==> src/pwm_timer_pkg.sv <==
// Constants, register map and state layout of the multi-match PWM timer
`default_nettype none
package pwm_timer_pkg;
    // ************************************************************
    // Sizes
    // ************************************************************
    localparam int NMATCH = 7;
    localparam int NOUT   = 6;
    localparam int NCAP   = 2;
    localparam int AW     = 8;
    localparam int DW     = 32;
    localparam int MIDX_W = 3;
    localparam int WORD_B = 2;

    // ************************************************************
    // Register byte addresses
    // ************************************************************
    localparam logic [AW-1:0] A_CTRL     = 8'h00;
    localparam logic [AW-1:0] A_COUNT    = 8'h04;
    localparam logic [AW-1:0] A_PRE      = 8'h08;
    localparam logic [AW-1:0] A_PRECNT   = 8'h0C;
    localparam logic [AW-1:0] A_MODE     = 8'h10;
    localparam logic [AW-1:0] A_MATCHCTL = 8'h14;
    localparam logic [AW-1:0] A_RELEASE  = 8'h18;
    localparam logic [AW-1:0] A_OUTCTL   = 8'h1C;
    localparam logic [AW-1:0] A_INTSTAT  = 8'h20;
    localparam logic [AW-1:0] A_INTMASK  = 8'h24;
    localparam logic [AW-1:0] A_MATCH0   = 8'h40;

    // ************************************************************
    // Field positions
    // ************************************************************
    localparam int CTRL_RUN   = 0;
    localparam int CTRL_CLR   = 1;
    localparam int CTRL_PWM   = 2;
    localparam int MODE_SRC   = 0;
    localparam int MODE_SEL   = 2;
    localparam int MCTL_INT   = 0;
    localparam int MCTL_RST   = 1;
    localparam int MCTL_STOP  = 2;
    localparam int MCTL_W     = 3;
    localparam int OUT_DBL    = 0;
    localparam int OUT_EN     = 8;

    typedef enum logic [1:0] {SRC_CLK, SRC_RISE, SRC_FALL, SRC_BOTH} src_t;

    typedef struct packed {
        logic [AW-1:0] addr;
        logic [DW-1:0] wdata;
        logic          wr;
        logic          rd;
    } bus_req_t;

    typedef struct packed {
        logic [NCAP-1:0]              cap_s1;
        logic [NCAP-1:0]              cap_s2;
        logic [NCAP-1:0]              cap_prev;
        logic                         run;
        logic                         clr;
        logic                         pwm_en;
        src_t                         src;
        logic                         cap_sel;
        logic [NMATCH*MCTL_W-1:0]     mctl;
        logic [NMATCH-1:0]            rel;
        logic [NOUT-1:0]              dbl;
        logic [NOUT-1:0]              oen;
        logic [NMATCH-1:0]            stat;
        logic [NMATCH-1:0]            mask;
        logic [DW-1:0]                pre;
        logic [DW-1:0]                pcnt;
        logic [DW-1:0]                count;
        logic [NMATCH-1:0][DW-1:0]    shd;
        logic [NMATCH-1:0][DW-1:0]    act;
        logic [NOUT-1:0]              pwm;
        logic                         irq;
        logic [DW-1:0]                rdata;
    } state_t;

    localparam state_t STATE_RST = '0;
endpackage : pwm_timer_pkg
`default_nettype wire

==> src/multi_match_pwm_timer.sv <==
// Timer/counter with seven match registers and six PWM outputs
`default_nettype none
// How it works
// - Counter ticks from the clock, or from a chosen capture input edge.
// - Seven match registers drive six outputs, each single- or double-edge, except output 0, which is single-edge only.
// - Cycle match register resets the count and marks each period.
// - Single-edge outputs rise at cycle start, fall at their own match.
// - Single-edge output with match value zero stays low all cycle.
// - Double-edge output rises on one match, falls on the next one.
// - Both double-edge positions may sit anywhere inside the cycle.
// - Each match may continue, stop or reset the counter, optionally interrupting.
// - New PWM match values take effect only at a cycle boundary once released; timer mode applies them at once.
// - Period and widths are whole tick counts; one shared repetition rate.
// - With PWM off it is a plain 32-bit timer with 32-bit prescaler.
module multi_match_pwm_timer
    import pwm_timer_pkg::*;
(
    // Clock and reset
    input  wire logic            ref_clk_i,
    input  wire logic            reset_i,
    // Register port
    input  wire bus_req_t        bus_i,
    output logic [DW-1:0]        rdata_o,
    // Capture pins
    input  wire logic [NCAP-1:0] cap_i,
    // Outputs
    output logic [NOUT-1:0]      pwm_o,
    output logic                 irq_o
);

    // ************************************************************
    // Helpers
    // ************************************************************
    function automatic logic [NMATCH-1:0] match_vec(
        input logic [DW-1:0]             c,
        input logic [NMATCH-1:0][DW-1:0] m
    );
        logic [NMATCH-1:0] v;
        v = '0;
        for (int i = 0; i < NMATCH; i++) begin
            v[i] = (c == m[i]);
        end
        return v;
    endfunction : match_vec

    function automatic logic [NMATCH-1:0] mctl_field(
        input logic [NMATCH*MCTL_W-1:0] ctl,
        input int                       pos
    );
        logic [NMATCH-1:0] v;
        v = '0;
        for (int i = 0; i < NMATCH; i++) begin
            v[i] = ctl[i*MCTL_W+pos];
        end
        return v;
    endfunction : mctl_field

    function automatic logic is_match_addr(input logic [AW-1:0] a);
        logic [AW-1:0] off;
        off = a - A_MATCH0;
        return (off[WORD_B-1:0] == '0) && ((off >> WORD_B) < AW'(NMATCH));
    endfunction : is_match_addr

    function automatic logic [MIDX_W-1:0] match_idx(input logic [AW-1:0] a);
        logic [AW-1:0] off;
        off = a - A_MATCH0;
        return off[WORD_B +: MIDX_W];
    endfunction : match_idx

    // ************************************************************
    // Count events and match detection
    // ************************************************************
    state_t            s_r;
    state_t            s_nxt;
    logic              cap_rise;
    logic              cap_fall;
    logic              src_evt;
    logic              cnt_evt;
    logic              tick;
    logic              cyc;
    logic [NMATCH-1:0] hit;
    logic [NMATCH-1:0] rst_v;
    logic [NMATCH-1:0] stop_v;
    logic [NMATCH-1:0] int_v;
    logic [NMATCH-1:0] w1c;

    assign cap_rise = s_r.cap_s2[s_r.cap_sel] & ~s_r.cap_prev[s_r.cap_sel];
    assign cap_fall = ~s_r.cap_s2[s_r.cap_sel] & s_r.cap_prev[s_r.cap_sel];

    always_comb begin
        unique case (s_r.src)
            SRC_CLK:  src_evt = 1'b1;
            SRC_RISE: src_evt = cap_rise;
            SRC_FALL: src_evt = cap_fall;
            SRC_BOTH: src_evt = cap_rise | cap_fall;
        endcase
    end

    assign cnt_evt = src_evt && s_r.run && !s_r.clr;
    assign tick    = cnt_evt && (s_r.pcnt == s_r.pre);
    assign hit     = tick ? match_vec(s_r.count, s_r.act) : '0;
    assign cyc     = s_r.pwm_en && hit[0];
    // In PWM mode the cycle match always resets, whatever its control bits
    assign rst_v   = mctl_field(s_r.mctl, MCTL_RST) | NMATCH'(s_r.pwm_en);
    assign stop_v  = mctl_field(s_r.mctl, MCTL_STOP);
    assign int_v   = mctl_field(s_r.mctl, MCTL_INT);
    assign w1c     = (bus_i.wr && bus_i.addr == A_INTSTAT) ? bus_i.wdata[NMATCH-1:0] : '0;

    // ************************************************************
    // Next state
    // ************************************************************
    always_comb begin
        s_nxt          = s_r;
        s_nxt.cap_s1   = cap_i;
        s_nxt.cap_s2   = s_r.cap_s1;
        s_nxt.cap_prev = s_r.cap_s2;

        if (s_r.clr) begin
            s_nxt.pcnt  = '0;
            s_nxt.count = '0;
        end else if (cnt_evt) begin
            if (tick) begin
                s_nxt.pcnt = '0;
                if (|(hit & rst_v)) begin
                    s_nxt.count = '0;
                end else begin
                    s_nxt.count = s_r.count + DW'(1);
                end
                if (|(hit & stop_v)) begin
                    s_nxt.run = 1'b0;
                end
            end else begin
                s_nxt.pcnt = s_r.pcnt + DW'(1);
            end
        end

        // Set beats a same-cycle clear so no match is lost
        s_nxt.stat = (s_r.stat & ~w1c) | (hit & int_v);

        // Timer mode has no pulses to tear, so values apply at once
        if (!s_r.pwm_en) begin
            s_nxt.act = s_r.shd;
        end else if (cyc) begin
            for (int i = 0; i < NMATCH; i++) begin
                if (s_r.rel[i]) begin
                    s_nxt.act[i] = s_r.shd[i];
                    s_nxt.rel[i] = 1'b0;
                end
            end
        end

        for (int k = 0; k < NOUT; k++) begin
            if (!s_r.pwm_en || !s_r.oen[k]) begin
                s_nxt.pwm[k] = 1'b0;
            end else if (s_r.dbl[k] && k != 0) begin
                // Fall wins when both edges share one count
                if (hit[k+1]) begin
                    s_nxt.pwm[k] = 1'b0;
                end else if (hit[k]) begin
                    s_nxt.pwm[k] = 1'b1;
                end
            end else begin
                if (hit[k+1]) begin
                    s_nxt.pwm[k] = 1'b0;
                end else if (cyc && s_nxt.act[k+1] != '0) begin
                    s_nxt.pwm[k] = 1'b1;
                end
            end
        end

        if (bus_i.wr) begin
            case (bus_i.addr)
                A_CTRL: begin
                    s_nxt.run    = bus_i.wdata[CTRL_RUN];
                    s_nxt.clr    = bus_i.wdata[CTRL_CLR];
                    s_nxt.pwm_en = bus_i.wdata[CTRL_PWM];
                end
                A_PRE:      s_nxt.pre  = bus_i.wdata;
                A_MODE: begin
                    s_nxt.src     = src_t'(bus_i.wdata[MODE_SRC +: 2]);
                    s_nxt.cap_sel = bus_i.wdata[MODE_SEL];
                end
                A_MATCHCTL: s_nxt.mctl = bus_i.wdata[NMATCH*MCTL_W-1:0];
                A_RELEASE:  s_nxt.rel  = s_r.rel | bus_i.wdata[NMATCH-1:0];
                A_OUTCTL: begin
                    s_nxt.dbl = bus_i.wdata[OUT_DBL +: NOUT];
                    s_nxt.oen = bus_i.wdata[OUT_EN +: NOUT];
                end
                A_INTMASK:  s_nxt.mask = bus_i.wdata[NMATCH-1:0];
                default: begin
                    if (is_match_addr(bus_i.addr)) begin
                        s_nxt.shd[match_idx(bus_i.addr)] = bus_i.wdata;
                    end
                end
            endcase
        end

        s_nxt.irq   = |(s_nxt.stat & s_nxt.mask);
        s_nxt.rdata = '0;
        if (bus_i.rd) begin
            case (bus_i.addr)
                A_CTRL:     s_nxt.rdata = DW'({s_r.pwm_en, s_r.clr, s_r.run});
                A_COUNT:    s_nxt.rdata = s_r.count;
                A_PRE:      s_nxt.rdata = s_r.pre;
                A_PRECNT:   s_nxt.rdata = s_r.pcnt;
                A_MODE:     s_nxt.rdata = DW'({s_r.cap_sel, s_r.src});
                A_MATCHCTL: s_nxt.rdata = DW'(s_r.mctl);
                A_RELEASE:  s_nxt.rdata = DW'(s_r.rel);
                A_OUTCTL:   s_nxt.rdata = (DW'(s_r.oen) << OUT_EN) | DW'(s_r.dbl);
                A_INTSTAT:  s_nxt.rdata = DW'(s_r.stat);
                A_INTMASK:  s_nxt.rdata = DW'(s_r.mask);
                default: begin
                    if (is_match_addr(bus_i.addr)) begin
                        s_nxt.rdata = s_r.shd[match_idx(bus_i.addr)];
                    end
                end
            endcase
        end
    end

    always_ff @(posedge ref_clk_i) begin
        if (reset_i) begin
            s_r <= STATE_RST;
        end else begin
            s_r <= s_nxt;
        end
    end

    assign rdata_o = s_r.rdata;
    assign pwm_o   = s_r.pwm;
    assign irq_o   = s_r.irq;
endmodule : multi_match_pwm_timer
`default_nettype wire

==> config.mk <==
export PLATFORM = sky130hd
export DESIGN_NAME = multi_match_pwm_timer
export DESIGN_NICKNAME = d
export VERILOG_FILES = /design/src/pwm_timer_pkg.sv /design/src/multi_match_pwm_timer.sv
export SDC_FILE = /design/constraint.sdc
export NUM_CORES = 2
export LEC_CHECK = 0
export ABC_AREA = 0
export BUFFER_PORTS_ARGS = -buffer_cell sky130_fd_sc_hd__clkbuf_2
export CAP_MARGIN = 20
export CORE_AREA = 2 2 263 265
export CTS_CLUSTER_SIZE = 10
export DETAILED_ROUTE_END_ITERATION = 6
export DIE_AREA = 0 0 265 267
export PLACE_DENSITY = 0.65
export SLEW_MARGIN = 20
export SYNTH_ARGS = -nofsm -noshare
export SYNTH_HDL_FRONTEND = slang
export SYNTH_SLANG_ARGS = --single-unit
==> constraint.sdc <==
create_clock -name ref_clk_i -period 4.4 [get_ports ref_clk_i]
set_input_delay 0.44 -clock ref_clk_i [delete_from_list [all_inputs] [get_ports ref_clk_i]]
set_output_delay 0.44 -clock ref_clk_i [all_outputs]
set_load 0.1 [all_outputs]
After elaboration in Yosys (flattened, before gate mapping)
Index checks and enable logic that the tools add are counted.
{"block": "word_totals", "regBits": 649, "out_inout_bits": 39, "word_cells": 221}
{"block": "op_classes", "n_addsub": 3, "order_cmp": 4, "n_eq_ne": 27, "n_mux": 65, "bitwise_logic": 17, "reduce_logical": 66}
{"op": "$mux 224", "n": 2}
{"op": "$mux 32", "n": 13}
{"op": "$pmux 32 s10", "n": 1}
{"op": "$eq 32x32->1", "n": 8}
{"op": "$bwmux 224", "n": 1}
{"op": "$reduce_bool 32->1", "n": 6}
{"op": "$bmux 32 s3", "n": 1}
{"op": "$demux 32 s3", "n": 1}
{"op": "$add 32x1->32 const B", "n": 2}
{"op": "$mux 46", "n": 1}
{"op": "$mux 7", "n": 6}
{"op": "$mux 39", "n": 1}
{"op": "$and 7x7->7", "n": 5}
{"op": "$mux 1", "n": 33}
{"op": "$eq 8x5->1 const B", "n": 4}
{"op": "$reduce_or 7->1", "n": 4}
{"op": "$reduce_and 2->1", "n": 12}
{"op": "$mux 21", "n": 1}
{"op": "$eq 8x4->1 const B", "n": 2}
{"op": "$eq 8x6->1 const B", "n": 2}
{"op": "$ne 3x1->1 const B", "n": 5}
{"op": "$reduce_bool 3->1", "n": 5}
{"op": "$or 14x6->14", "n": 1}
{"op": "$or 7x7->7", "n": 2}
{"op": "26 further kinds", "n": 63}

Logic depth before layout (Yosys ltp)
{"block": "logic_depth", "ltp_word": 18, "depth_mapped": 14}

Worst setup path before layout
Ideal clock, no wire load.
{"block": "synth_path", "path_type": "register to register", "from": "register s_r[637] in the netlist's numbering", "to": "register s_r[548] in the netlist's numbering", "t_arrival_ns": 2.677, "setup_slack_ns": 1.596, "stages_incl_launch_ff": 12, "period_less_slack_ns": 2.804, "cell_sequence": "dfxtp_1 mux2i_1 inv_1 ha_1 nand2b_1 a31oi_2 nand2_2 or4_1 or2_4 nor3_1 xnor2_1 nor2_1"}
{"block": "synth_via", "elab_chain_len": 10}
{"element": "start, declared", "line": "multi_match_pwm_timer.sv:73", "text": "state_t s_r;"}
{"element": "start signal, assigned", "line": "multi_match_pwm_timer.sv:225", "text": "s_r <= s_nxt;"}
{"element": "$mux 1 (implied by the code) (2 in a row)", "line": "multi_match_pwm_timer.sv:87, multi_match_pwm_timer.sv:88"}
{"element": "$not 1->1 (on tied branches)", "line": "multi_match_pwm_timer.sv:87, multi_match_pwm_timer.sv:88"}
{"element": "$and 1x1->1 (on tied branches)", "line": "multi_match_pwm_timer.sv:87, multi_match_pwm_timer.sv:88"}
{"element": "$or 1x1->1", "line": "multi_match_pwm_timer.sv:95", "text": "SRC_BOTH: src_evt = cap_rise | cap_fall;"}
{"element": "$pmux 1 s4 *", "line": "multi_match_pwm_timer.sv:91", "text": "unique case (s_r.src)"}
{"element": "$logic_and 1x1->1 * (2 in a row)", "line": "multi_match_pwm_timer.sv:99", "text": "assign cnt_evt = src_evt && s_r.run && !s_r.clr;"}
{"element": "$logic_and 1x1->1", "line": "multi_match_pwm_timer.sv:100", "text": "assign tick = cnt_evt && (s_r.pcnt == s_r.pre);"}
{"element": "$mux 32", "line": "multi_match_pwm_timer.sv:122", "text": "if (tick) begin"}
Every way passes the cells marked *; elsewhere a longest branch is shown, timed or not. The select of a mux whose other input is x is not followed.
A chain may end at the register's enable or synchronous reset.

Worst setup path after layout
{"block": "layout_path", "from": "register s_r[637] in the netlist's numbering", "to": "register s_r[515] in the netlist's numbering"}
{"block": "layout_via", "elab_chain_len": 13}
{"element": "$mux 1 (implied by the code) (2 in a row)", "line": "multi_match_pwm_timer.sv:87, multi_match_pwm_timer.sv:88"}
{"element": "$not 1->1 (on tied branches)", "line": "multi_match_pwm_timer.sv:87, multi_match_pwm_timer.sv:88"}
{"element": "$and 1x1->1 (on tied branches)", "line": "multi_match_pwm_timer.sv:87, multi_match_pwm_timer.sv:88"}
{"element": "$or 1x1->1", "line": "multi_match_pwm_timer.sv:95"}
{"element": "$pmux 1 s4 *", "line": "multi_match_pwm_timer.sv:91"}
{"element": "$logic_and 1x1->1 * (2 in a row)", "line": "multi_match_pwm_timer.sv:99"}
{"element": "$logic_and 1x1->1", "line": "multi_match_pwm_timer.sv:100"}
{"element": "$mux 7", "line": "multi_match_pwm_timer.sv:101", "text": "assign hit = tick ? match_vec(s_r.count, s_r.act) : '0;"}
{"element": "$and 7x7->7", "line": "multi_match_pwm_timer.sv:124", "text": "if (|(hit & rst_v)) begin"}
{"element": "$reduce_or 7->1", "line": "multi_match_pwm_timer.sv:124"}
{"element": "$mux 32", "line": "multi_match_pwm_timer.sv:124"}
Marked as above.

==> summary.md <==
| Metric | Value |
|---|---|
| HP Class | in2reg |
| I/O pin count | 85 |
| DR pass1 iterations | 7 |
| Post-route antenna net violation count | 0 |
| First DRT Iteration DRCs | around 3900 |
| Tmin final | between 3 and 4 ns |
| Pin count of the biggest net entering global routing | about 220 |
| Post-route setup slack | approximately 0.74 ns |
| Gr ovfl total | 0 |
| Pwr per Cell Area | between 300 and 400 nW/um2 |
| Pre-CTS setup slack | 0.854 ns |
| Crit-path max FO | 31 |
| Leading cell type in the layout, fill and taps excluded | nand2_1 |
| Num CTS Buffers | a little under 80 |
| Yosys reg bits | about 650 |
| Area Growth Syn to Fin | 10.4% |
| Warnings, synthesis | 0 |
| Final wirelength | 116000 um |
| CTS root buf | clkbuf_16 |
| WL/cell | approximately 26 um |
| RSZ-0062 raised after global routing | no |
| Layout Nets | ~3500 |
| Crit Path Class | reg2reg |
| Max frequency | 273 MHz |
| H-tree depth | 3 |
| Worst vdd ir | between 0.2 and 0.3 mV |
| Port Buffers | 84 |
| Dpl cells | approximately 4300 |
| CP arrival | around 4.2 ns |
| Max Cap Viol | 0 |
| Setup violations, final | 0 |
| Post-synthesis cell area | between 30000 and 40000 um2 |
| Via count | ~27000 |
| Site Rows | between 90 and 100 |
| DRC errors left | 22 |
| Leak | between 10 and 15 nW |
| Slew HR | 25.4% |
| Fin. max-slew vios | 0 |
| Syn_nets | roughly 3600 |
| Synth Area per Inst | approximately 8.6 um2 |
| CTS tree | yes |
| Final Cycle Share | approximately 83% |
| Seq/Total Area, Yosys | between 40% and 50% |
| Post-synth ARST share | 0% |
| Hold Buf Count CTS | 0 |
| Die W | about 270 um |
| Most frequent cells in the layout | 715 x nand2_1, 649 x dfxtp_1, 335 x nor2_1 |
| Switching power | roughly 3 mW |
| Vias in the first global route | about 25000 |
| Worst EP required | 4.89 ns |
| DP HPWL | 82200 um |
| Setup tns final | 0 ns |
| Fin. Hold Viols | 0 |
| Least-Margin Pin Slew | around 1.1 ns |
| Post-CTS setup buffers | 0 |
| Power share of the clock group | between 40% and 50% |
| Failing checks | design-rule violations |
| Top FF cell, synth | dfxtp_1 |
| Clock-pin slew on the worst setup and hold paths | around 0.06 ns |
| Core area | between 60000 and 70000 um2 |
| CTS sink count | 649 |
| Gate Count Post-Synth | 3538 |
| Post-CTS Resized | 0 |
| Int Power | roughly 9.5 mW |
| Clk_skew | 0.0377 ns |
| Status | complete, but fails checks |
| Post-synth EDFFs | 0 |
| CP endpoint kind | flop |
| Initial antenna violation count | 8 |
| Drt via density | ~6.1 |
| Placer Congestion | 1.03 |
| First-pass GRT wire length | about 170000 um |
| Clock Path Buffers | 3 |
| Clock Latency Late Sink | approximately 0.65 ns |
| Sequential share of power | between 40% and 50% |
| Total die area | 70800 um2 |
| Design Power | roughly 12 mW |
| CP Launch Type | flop |
| Starting Density | 44.6% |
| Switching part of the total | between 20% and 30% |
| Layout cells sized above 1 | a little over a tenth |
| Comb power frac | under 10% |
| Total GRT Usage | between 30% and 40% |
| Post-synth cell types | 66 |
| Die height | roughly 270 um |
| Final cell count without fillers | 4391 |
==> critical path, cell delays in order, from the launching register on <==
cell and delay (ns):
dfxtp_1 0.42, mux2i_1 0.27, inv_1 0.07, ha_1 0.26
nand2b_1 0.15, a31oi_2 0.27, nand2_2 0.21, or3_1 0.71
nor3_2 0.42, nor4_1 0.11, a21bo_4 0.50, nor2_1 0.10
==> power by group through the flow <==
stage          clock (mW)  combinational (mW)  sequential, mW
6_report             5.96               0.520            5.90
5_1_grt              6.25               0.531            5.90
4_1_cts              5.98               0.502            5.90
3_5_place_dp            0               0.500            6.03
3_3_place_gp            0               0.502            6.03
2_1_floorplan           0               0.283            6.02
==> logic make-up (layout without fill, tap and decap cells) <==
group | Yosys count | count (layout) | share of synthesized area [%]
mux | 330 | 330 | 12.4
flops | 649 | 649 | 42.9
fa+ha+maj | 4 | 4 | 0.165
xor+xnor | 313 | 313 | 9.05
other cells | 0 | 3 | 0
buf+inv | 323 | 291 | 5.04
simple gates | 1420 | 1420 | 20.8
compound gates | 499 | 499 | 9.71
==> cells in the mapped netlist, drive strengths merged, types with 14 or more instances <==
master  count  area, um2
a21oi     324       1630
a222oi     18        180
a22o       15        131
a22oi      35        263
a31oi      25        163
buf       128        796
clkbuf    181        679
dfxtp     649      13000
inv        14       52.6
mux2       34        383
mux2i     264       2640
mux4       32        721
nand2     716       2690
nand3      40        210
nand4      74        469
nor2      341       1280
nor3       27        170
nor4      152       1010
o21ai      44        220
xnor2     118       1030
xor2      195       1710
==> path summary, 6_finish.rpt <==
kind	from	cells after the start	slack (ns)	end
setup / recovery	s_r[637]$_SDFFE_PP0P_	11	0.74	s_r[515]$_SDFFE_PP0P_
setup reg to reg	s_r[637]$_SDFFE_PP0P_	11	0.74	s_r[515]$_SDFFE_PP0P_
hold reg to reg	pwm_o[2]$_SDFFE_PP0P_	2	0.46	pwm_o[2]$_SDFFE_PP0P_
hold / removal	cap_i[1]	2	0.03	s_nxt[646]$_SDFF_PP0_
==> cell type report <==
| type | count | area, um2 |
|---|---|---|
| inverter | 14 | 52.6 |
| antenna | 3 | 7.51 |
| multi-input combinational | 2566 | 15900 |
| sequential | 649 | 13000 |
| clock buffer | 102 | 2170 |
| timing repair buffer | 171 | 1160 |
| clock inverter | 4 | 67.6 |
| tap | 882 | 1100 |
| fill | 6451 | 34500 |
==> metrics by stage <==
stage	hold slack, ns	util (%)	instance area [um2]
2_1_floorplan	0.414	-	30300
3_3_place_gp	0.455	45.9	31200
3_5_place_dp	0.451	45.9	31200
4_1_cts	0.0278	49.1	33400
5_1_grt	0.0547	49.2	33400
6_report	0.0341	49.2	33400
==> routing by layer <==
metal	share of wire [%]	vias up	wire length, um	track usage [%]
li1	-	12000	-	-
met1	41	13000	46900	42.6
met2	44	1516	51400	49.6
met3	10	290	11900	6.87
met4	4.7	4	5480	15.0
met5	0.019	-	22	0
==> flip-flops by register name, indices dropped and copies added (netlist names) <==
signal	cells
s_nxt	4
s_r	599
rdata_o	32
int_v	7
pwm_o	6
irq_o	1
Note: power is estimated with default switching activity, not from simulation.
